$ cat config.mk
export PLATFORM = sky130hd
export DESIGN_NAME = anpt_reg
export DESIGN_NICKNAME = d
export VERILOG_FILES = /design/src/include/anpt_pkg.sv /design/src/logic/anpt_reg.sv /design/src/logic/anpt_sync.sv
export SDC_FILE = /design/constraint.sdc
export NUM_CORES = 1
export LEC_CHECK = 0
export BUFFER_PORTS_ARGS = -buffer_cell sky130_fd_sc_hd__buf_4
export CAP_MARGIN = 20
export CORE_AREA = 4 4 65 67
export DETAILED_ROUTE_END_ITERATION = 7
export DIE_AREA = 0 0 69 71
export GPL_TIMING_DRIVEN = 0
export HOLD_SLACK_MARGIN = 0.12
export PLACE_DENSITY = 0.74
export SLEW_MARGIN = 25
export SYNTH_ARGS = -nofsm -noshare
export SYNTH_HDL_FRONTEND = slang
export SYNTH_SLANG_ARGS = --single-unit
export TNS_END_PERCENT = 100
$ cat constraint.sdc
create_clock -name mclk -period 0.99 [get_ports mclk]
set_input_delay 0.0495 -clock mclk [delete_from_list [all_inputs] [get_ports mclk]]
set_output_delay 0.0495 -clock mclk [all_outputs]
set_load 0.1 [all_outputs]
$ cat src/include/anpt_pkg.sv
// Package for the next page transmit register block
package anpt_pkg;
   // ***************************************
   // Register map and field layout
   // ***************************************
   localparam logic [4:0] ADDR_NP_TX_WORD = 5'h07;
   localparam logic [4:0] ADDR_NP_STATUS = 5'h1e;
   localparam int BIT_MORE_PAGES = 15;
   localparam int BIT_RESERVED = 14;
   localparam int BIT_MSG_PAGE = 13;
   localparam int BIT_COMPLY_ACK = 12;
   localparam int BIT_TOGGLE = 11;
   localparam int CODE_MSB = 10;
   localparam int CODE_W = 11;
   // ***************************************
   // Reset values
   // ***************************************
   localparam logic RST_MORE_PAGES = 1'b0;
   localparam logic RST_MSG_PAGE = 1'b1;
   localparam logic RST_COMPLY_ACK = 1'b0;
   localparam logic RST_TOGGLE = 1'b0;
   localparam logic [10:0] RST_CODE = 11'h001;
   localparam logic [15:0] RD_UNMAPPED = 16'h0000;

   // Page contents as seen by the arbitration logic
   typedef struct packed {
      logic more_pages_flag;
      logic message_page_select;
      logic comply_acknowledge;
      logic tx_toggle_bit;
      logic [10:0] code;
   } anpt_page_s;

   // Pack a page into its 16-bit register image, reserved bit zero
   function automatic logic [15:0] anpt_pack(input anpt_page_s p);
      anpt_pack = {p.more_pages_flag, 1'b0, p.message_page_select,
         p.comply_acknowledge, p.tx_toggle_bit, p.code};
   endfunction
endpackage

$ cat src/logic/anpt_reg.sv
// Next page transmit register with toggle tracking
//
// Added by the designer: the address-and-strobe port.
`timescale 1ns/1ps
module anpt_reg (
   mclk,
   arst_n,
   reg_addr,
   reg_wdata,
   reg_wr,
   reg_rd,
   reg_rdata,
   page_sent,
   tx_page,
   page_exchanged_q
);
   input wire logic mclk;
   input wire logic arst_n;
   input wire logic [4:0] reg_addr;
   input wire logic [15:0] reg_wdata;
   input wire logic reg_wr;
   input wire logic reg_rd;
   output logic [15:0] reg_rdata;
   input wire logic page_sent;
   output anpt_pkg::anpt_page_s tx_page;
   output logic page_exchanged_q;

   // ***************************************
   // Storage
   // ***************************************
   logic more_pages_q;
   logic msg_page_q;
   logic comply_ack_q;
   logic toggle_q;
   logic [10:0] code_q;
   logic [15:0] rdata_q;
   logic sent_sync;
   logic sent_prev_q;
   logic exch_q;
   logic sent_edge;
   anpt_pkg::anpt_page_s page_q;
   anpt_pkg::anpt_page_s cur_page;
   logic wr_word;
   logic rd_status;

   // Strobe qualified by one register address
   function automatic logic reg_hit(input logic stb, input logic [4:0] a,
      input logic [4:0] target);
      reg_hit = stb && (a == target);
   endfunction

   // Shared decode so every writable field sees the same write qualifier
   assign wr_word = reg_hit(reg_wr, reg_addr, anpt_pkg::ADDR_NP_TX_WORD);
   assign rd_status = reg_hit(reg_rd, reg_addr, anpt_pkg::ADDR_NP_STATUS);

   // Exchange indication comes from the arbitration side as a pin level
   anpt_sync u_sync (
      .mclk(mclk),
      .arst_n(arst_n),
      .din(page_sent),
      .dout(sent_sync)
   );

   // Rising edge of the resolved exchange level marks one exchanged word
   always_ff @(posedge mclk or negedge arst_n) begin
      if (!arst_n) begin
         sent_prev_q <= 1'b0;
      end else begin
         sent_prev_q <= sent_sync;
      end
   end
   assign sent_edge = sent_sync & ~sent_prev_q;

   // ***************************************
   // Software-writable fields
   // ***************************************
   // more pages write
   always_ff @(posedge mclk or negedge arst_n) begin
      if (!arst_n) begin
         more_pages_q <= anpt_pkg::RST_MORE_PAGES;
      end else if (wr_word) begin
         more_pages_q <= reg_wdata[anpt_pkg::BIT_MORE_PAGES];
      end
   end

   always_ff @(posedge mclk or negedge arst_n) begin
      if (!arst_n) begin
         msg_page_q <= anpt_pkg::RST_MSG_PAGE;
      end else if (wr_word) begin
         msg_page_q <= reg_wdata[anpt_pkg::BIT_MSG_PAGE];
      end
   end

   always_ff @(posedge mclk or negedge arst_n) begin
      if (!arst_n) begin
         comply_ack_q <= anpt_pkg::RST_COMPLY_ACK;
      end else if (wr_word) begin
         comply_ack_q <= reg_wdata[anpt_pkg::BIT_COMPLY_ACK];
      end
   end

   always_ff @(posedge mclk or negedge arst_n) begin
      if (!arst_n) begin
         code_q <= anpt_pkg::RST_CODE;
      end else if (wr_word) begin
         code_q <= reg_wdata[anpt_pkg::CODE_MSB:0];
      end
   end

   // ***************************************
   // Toggle tracking
   // ***************************************
   // invert per exchange
   // Software writes never reach this bit, so it cannot desync arbitration
   always_ff @(posedge mclk or negedge arst_n) begin
      if (!arst_n) begin
         toggle_q <= anpt_pkg::RST_TOGGLE;
      end else if (sent_edge) begin
         toggle_q <= ~toggle_q;
      end
   end

   // Sticky exchange flag; a new exchange wins over the read clear
   always_ff @(posedge mclk or negedge arst_n) begin
      if (!arst_n) begin
         exch_q <= 1'b0;
      end else if (sent_edge) begin
         exch_q <= 1'b1;
      end else if (rd_status) begin
         exch_q <= 1'b0;
      end
   end

   // ***************************************
   // Page output and readback
   // ***************************************
   always_comb begin
      cur_page.more_pages_flag = more_pages_q;
      cur_page.message_page_select = msg_page_q;
      cur_page.comply_acknowledge = comply_ack_q;
      cur_page.tx_toggle_bit = toggle_q;
      cur_page.code = code_q;
   end

   always_ff @(posedge mclk or negedge arst_n) begin
      if (!arst_n) begin
         page_q <= '{anpt_pkg::RST_MORE_PAGES, anpt_pkg::RST_MSG_PAGE,
            anpt_pkg::RST_COMPLY_ACK, anpt_pkg::RST_TOGGLE, anpt_pkg::RST_CODE};
      end else begin
         page_q <= cur_page;
      end
   end

   always_ff @(posedge mclk or negedge arst_n) begin
      if (!arst_n) begin
         rdata_q <= anpt_pkg::RD_UNMAPPED;
      end else if (reg_rd) begin
         case (reg_addr)
            anpt_pkg::ADDR_NP_TX_WORD: rdata_q <= anpt_pkg::anpt_pack(cur_page);
            anpt_pkg::ADDR_NP_STATUS: rdata_q <= {15'h0000, exch_q};
            default: rdata_q <= anpt_pkg::RD_UNMAPPED;
         endcase
      end else begin
         rdata_q <= anpt_pkg::RD_UNMAPPED; // Data valid only the cycle after
      end
   end

   assign reg_rdata = rdata_q;
   assign tx_page = page_q;
   assign page_exchanged_q = exch_q;
endmodule

$ cat src/logic/anpt_sync.sv
// Three-stage pin synchroniser with second/third stage agreement
`timescale 1ns/1ps
module anpt_sync (
   input wire logic mclk,
   input wire logic arst_n,
   input wire logic din,
   output logic dout
);
   logic s1_q;
   logic s2_q;
   logic s3_q;
   logic out_q;

   // Shift chain; only the second stage reads the first
   always_ff @(posedge mclk or negedge arst_n) begin
      if (!arst_n) begin
         s1_q <= 1'b0;
         s2_q <= 1'b0;
         s3_q <= 1'b0;
      end else begin
         s1_q <= din;
         s2_q <= s1_q;
         s3_q <= s2_q;
      end
   end

   // Accept a change only once two late stages agree
   always_ff @(posedge mclk or negedge arst_n) begin
      if (!arst_n) begin
         out_q <= 1'b0;
      end else if (s2_q == s3_q) begin
         out_q <= s3_q;
      end
   end

   assign dout = out_q;
endmodule

* Word level (Yosys, flattened, before mapping)
Index checks and enable logic that the tools add are counted.
Storage, ports and cells: output and inout port bits 32, register bits 52
Cells by class: muxes and demuxes 4, bitwise gates (word level) 3, reduce and logical (&&, ||, !) cells 3, equality and inequality tests 3
Operator list (number):
- $pmux 16 s2 | 1
- $mux 16 | 1
- $eq 5x3->1 const B | 1
- $eq 5x5->1 const B | 1
- $logic_and 1x1->1 | 2
- $mux 1 | 2
- $not 1->1 | 2
- $reduce_bool 2->1 | 1
- $and 1x1->1 | 1
- $eq 1x1->1 | 1

* Longest topological paths before layout
depth in word-level cells 4, gate-level depth with buffers 5, gate-level depth less buffers 3

* By module
From an unflattened synthesis, not the netlist that was laid out.
Second synthesis, totals: cell total of the unflattened synthesis 95, area total of the unflattened synthesis 1662.8 sq um
Modules (own cells, without submodules):
- anpt_reg | times used 1, area each 1551.5 sq um, cells an instance 90
- anpt_sync | times used 1, area each 111.4 sq um, cells an instance 5

* Worst setup path before layout
Ideal clock, no wire load.
kind flip-flop to flip-flop, start point register page_exchanged_q (netlist name), end point register exch_q (netlist: page_exchanged_q), data required time 907 ps, cell stages (with the launch flop) 3, path buffers 0, setup time 83 ps, path slack -236 ps, data arrival time 1143 ps, cells stage by stage dfrtp_1 > inv_1 > o21ai_0
RTL lines:
- end signal, assigned | line anpt_reg.sv:126 | exch_q <= 1'b0;
- end signal, assigned | line anpt_reg.sv:128 | exch_q <= 1'b1;
- end signal, assigned | line anpt_reg.sv:130 | exch_q <= 1'b0;
- end, declared | line anpt_reg.sv:39 | logic exch_q;

* Worst setup path in the final report
start point register page_q (netlist bit tx_page[0]), end point output port tx_page[0] (netlist bit)
RTL lines:
- start, declared | line anpt_reg.sv:41 | anpt_pkg::anpt_page_s page_q;
- start signal, assigned | line anpt_reg.sv:147 | page_q <= '{anpt_pkg::RST_MORE_PAGES, anpt_pkg::RST_MSG_PAGE,
- start signal, assigned | line anpt_reg.sv:150 | page_q <= cur_page;
- end, declared | line anpt_reg.sv:25 | output anpt_pkg::anpt_page_s tx_page;
No word-level cell between the ends.

==> results by stage <==
Outcome:
- The final reports fail on negative setup slack.
- The flow ran to the end, but the final reports show violations.

Clock tree:
- The CTS H-tree depth is 2.
- The number of clock sinks is 51.
- In this run, CTS created clock tree buffers numbering 5.
- The number of buffers between clock root and the deepest sink is 2.
- The clock network latency to the later pin of the worst-skew pair is 0.30 ns.
- The cell sitting at the root of the clock tree is a sky130_fd_sc_hd__clkbuf_8.
- The buffers inserted during post-CTS setup optimization is 0.
- The clock edge transition at the registers on the reported setup and hold paths is 0.09 ns.
- TritonCTS built the clock tree.

Die:
- The total area inside the core boundary comes to 3630 µm².
- In this run the horizontal extent of the chip is 69 µm.
- The placement row count is 22.
- The initial core utilization is 46.6%.
- The I/O pin total is 58.
- The total die area is 4900 µm².
- The die is 71 µm tall.

Timing:
- Counting I/O delays and the setup requirement, the final critical path takes 1.09 ns.
- For this run, the top clock speed supported by timing is 920 MHz.
- The worst pin sits at a relative slew slack of 60.6%.
- The setup-violating endpoint count in the final report is 12.
- In the post-route analysis, the smallest setup slack over all paths is -0.0974 ns.
- The final-report hold violation count is 0.
- After layout, the worst path uses 110% of the clock period.
- The max-slew violation count is 0.
- Setup repair after global routing could not meet its margin everywhere.
- Between clock sinks in the finished design, the worst skew comes to 0.0128 ns.
- The pin slew with the least headroom to its limit is 0.591 ns.

Finish:
- The area overhead of the layout relative to synthesis is 54.4%.
- The layout has 260 filler cells.
- The layout cell share with drive strength beyond 1 is 49.1%.
- 0 antenna diodes ended up in the layout.
- In the layout the commonest cells are sky130_fd_sc_hd__dfrtp_1, sky130_fd_sc_hd__buf_6, sky130_fd_sc_hd__buf_4, sky130_fd_sc_hd__dlygate4sd3_1, sky130_fd_sc_hd__and2_1.
- After the flow finishes, the layout carries non-filler instances totaling 223.
- The most common cell after layout, fill and taps aside is sky130_fd_sc_hd__dfrtp_1.
- For this run, the post-layout net count is 200.
- The final design area excluding fillers is 2610 µm².

Yosys:
- In this run the cell area of the synthesized design comes to 1690 µm².
- The net count of the mapped netlist is 122.
- The gate count after technology mapping is 96.
- After synthesis the netlist holds a flip-flop and latch count of 51.
- The synthesized area per cell is 17.6 µm².
- The count of synthesis-stage warnings from yosys is 0.
- The number of distinct library cells after synthesis is 22.
- The sequential area share after synthesis is 75.7%.

Worst setup path:
- Of all nets on the critical path, the largest fanout is 1.
- STA puts the critical path data arrival time at 1.04 ns.
- The data required time at the worst endpoint is 0.94 ns.
- Among all stages on the critical path, the largest delay is contributed by sky130_fd_sc_hd__dfstp_2.
- The beginning of the worst register-to-register path is u_sync.dout.
- Walking the worst path, the cells encountered are buf_12.
- The combined buffer and inverter count along the critical path is 1.
- STA classifies the critical path endpoint as an output port.
- Among cell families on the critical path, the largest total delay comes from flip-flops.
- The type of the worst setup path is reg -> out.
- The startpoint type of the worst setup path is a flop.
- Tracing the worst setup path back leads to its startpoint at tx_page[0].
- The highest cell delay on the worst timing path is 0.56 ns.

Global routing:
- The initial antenna violation count came to 0.
- The total global-route track usage is 14.0%.
- The first global-routing pass estimated 5260 µm of wire.
- The number of global-route vias before repair is 1083.
- The total overflow left after global routing is 0.
- The largest net degree at the start of global routing is 52.

Placed design:
- After detailed placement, the design holds a cell count of 198.
- The congestion estimate from routability-driven global placement came to 0.803.
- The instance area at placement is 2160 µm².
- The number of buffers added on ports is 54.
- The total half-perimeter wirelength after legalization and detailed placement is 1990 µm.
- The worst slack at placement is -0.447 ns.

Worst hold path:
- The path class of the tightest hold or removal check is in -> reg.
- In this run the most critical hold path is launched from reg_addr[2].

Route:
- Before antenna repair, the detailed router went through 3 iterations.
- In the routed layout, each cell is associated on average with a via count of 4.44.
- The routed layout has 991 vias.
- The number of DRC violations after detailed-routing iteration 0 is 31.
- The detail-routed net length per standard cell is 14.4 µm.
- In the routed design, unresolved DRC markers number 0.
- Once detail routing completed, the nets flagged for antenna violations numbered 0.
- The routed wire length is 3210 µm.

Run:
- Across the run, the number of max-cap violations was 0.

Power and ir drop:
- The power density normalized to cell area is 2180 nW/µm².
- The worst voltage drop across the vdd grid is 1.21 mV.
- The static leakage power is 0.00128 µW.
## what timing repair did
action / 4_1_cts / 5_1_grt
hold buffers: 17 / 0
pin swaps: 1 / 1
cloned: 0 / 1
resized for setup: 11 / 27
endpoints found under the hold margin: 63 / 0
setup endpoints to repair: 26 / 39
## flip-flops by register name, indices dropped and copies added (netlist names)
signal            cells
u_sync.s1_q           1
comply_ack_q          1
sent_prev_q           1
toggle_q              1
page_exchanged_q      1
tx_page              15
u_sync.s2_q           1
u_sync.dout           1
code_q               11
u_sync.s3_q           1
reg_rdata            15
msg_page_q            1
more_pages_q          1
## per-layer routing
metal	vias up	GRT usage, %	routed length, µm
met4	0	5.42	81
met1	475	15.9	1200
met5	-	0	0
li1	467	-	-
met2	42	22.6	1680
met3	7	7.10	244
## cells by family (layout without fill, tap and decap cells)
kind of cell | Yosys count | count (layout) | share of synthesized area, %
adder cells (fa/ha/maj) | 1 | 1 | 0.591
buffers and inverters | 5 | 84 | 2.73
flip-flops | 51 | 51 | 75.7
multiplexers | 14 | 14 | 11.5
AND/OR/NAND/NOR | 21 | 21 | 7.91
XOR/XNOR | 1 | 1 | 0.517
other | 1 | 1 | 0.222
AO/OA/AOI/OAI | 2 | 2 | 0.813
## final timing paths
check / slack [ns] / cells past startpoint / end
min reg2reg: 0.35 / 0 / u_sync.s2_q
max in group asynchronous: 0.26 / 2 / page_exchanged_q
min in group asynchronous: 0.29 / 2 / tx_page[14]
max: -0.1 / 1 / tx_page[0]
max reg2reg: 0.13 / 1 / u_sync.dout
min: 0.17 / 4 / page_exchanged_q
## power breakdown
group | internal, µW | switching (µW)
registers | 2390 | 167
logic | 547 | 1220
clock network | 753 | 624
total | 3690 | 2010
## layout make-up
type / instances / area (µm²) / area share (%)
inverter: 1 / 3.75 / 0.144
sequential: 51 / 1280 / 49.1
multi-input combinational: 40 / 380 / 14.6
timing repair buffer: 72 / 738 / 28.2
clock buffer: 6 / 72.6 / 2.78
clock inverter: 2 / 37.5 / 1.44
tap: 48 / 60.1 / 2.30
buffer: 3 / 38.8 / 1.48
## through the flow
| stage | total power, µW | hold WS (ns) | TNS, ns | util (%) |
|---|---|---|---|---|
| finish | 5700 | 0.167 | -0.578 | 71.9 |
| detailed placement | 4170 | 0.0960 | -9.83 | 59.4 |
| CTS | 5660 | 0.137 | -0.442 | 68.5 |
| global route | 5930 | 0.181 | -0.888 | 71.9 |
| floorplan | 3760 | -0.246 | -2.07 | - |
| global placement | 4150 | 0.0850 | -8.68 | 59.4 |
## Yosys cell counts
cell type | instances | area, µm²
sky130_fd_sc_hd__nand4b_1 | 1 | 8.76
sky130_fd_sc_hd__buf_4 | 1 | 7.51
sky130_fd_sc_hd__nor2_1 | 1 | 3.75
sky130_fd_sc_hd__clkbuf_1 | 1 | 3.75
sky130_fd_sc_hd__buf_6 | 1 | 11.3
sky130_fd_sc_hd__buf_12 | 1 | 20.0
sky130_fd_sc_hd__mux2_2 | 4 | 45.0
sky130_fd_sc_hd__xnor2_1 | 1 | 8.76
sky130_fd_sc_hd__and3_1 | 1 | 6.26
sky130_fd_sc_hd__mux2_4 | 10 | 150
sky130_fd_sc_hd__dfstp_2 | 4 | 105
sky130_fd_sc_hd__nand2_1 | 1 | 3.75
sky130_fd_sc_hd__and3_2 | 1 | 7.51
sky130_fd_sc_hd__conb_1 | 1 | 3.75
sky130_fd_sc_hd__nand2b_1 | 1 | 6.26
sky130_fd_sc_hd__maj3_1 | 1 | 10.0
sky130_fd_sc_hd__dfrtp_1 | 47 | 1180
sky130_fd_sc_hd__inv_1 | 1 | 3.75
sky130_fd_sc_hd__and2_1 | 14 | 87.6
sky130_fd_sc_hd__nor4bb_1 | 1 | 10.0
sky130_fd_sc_hd__o21ai_0 | 1 | 5.00
sky130_fd_sc_hd__a22o_1 | 1 | 8.76
(Power assumes the default switching activity.)
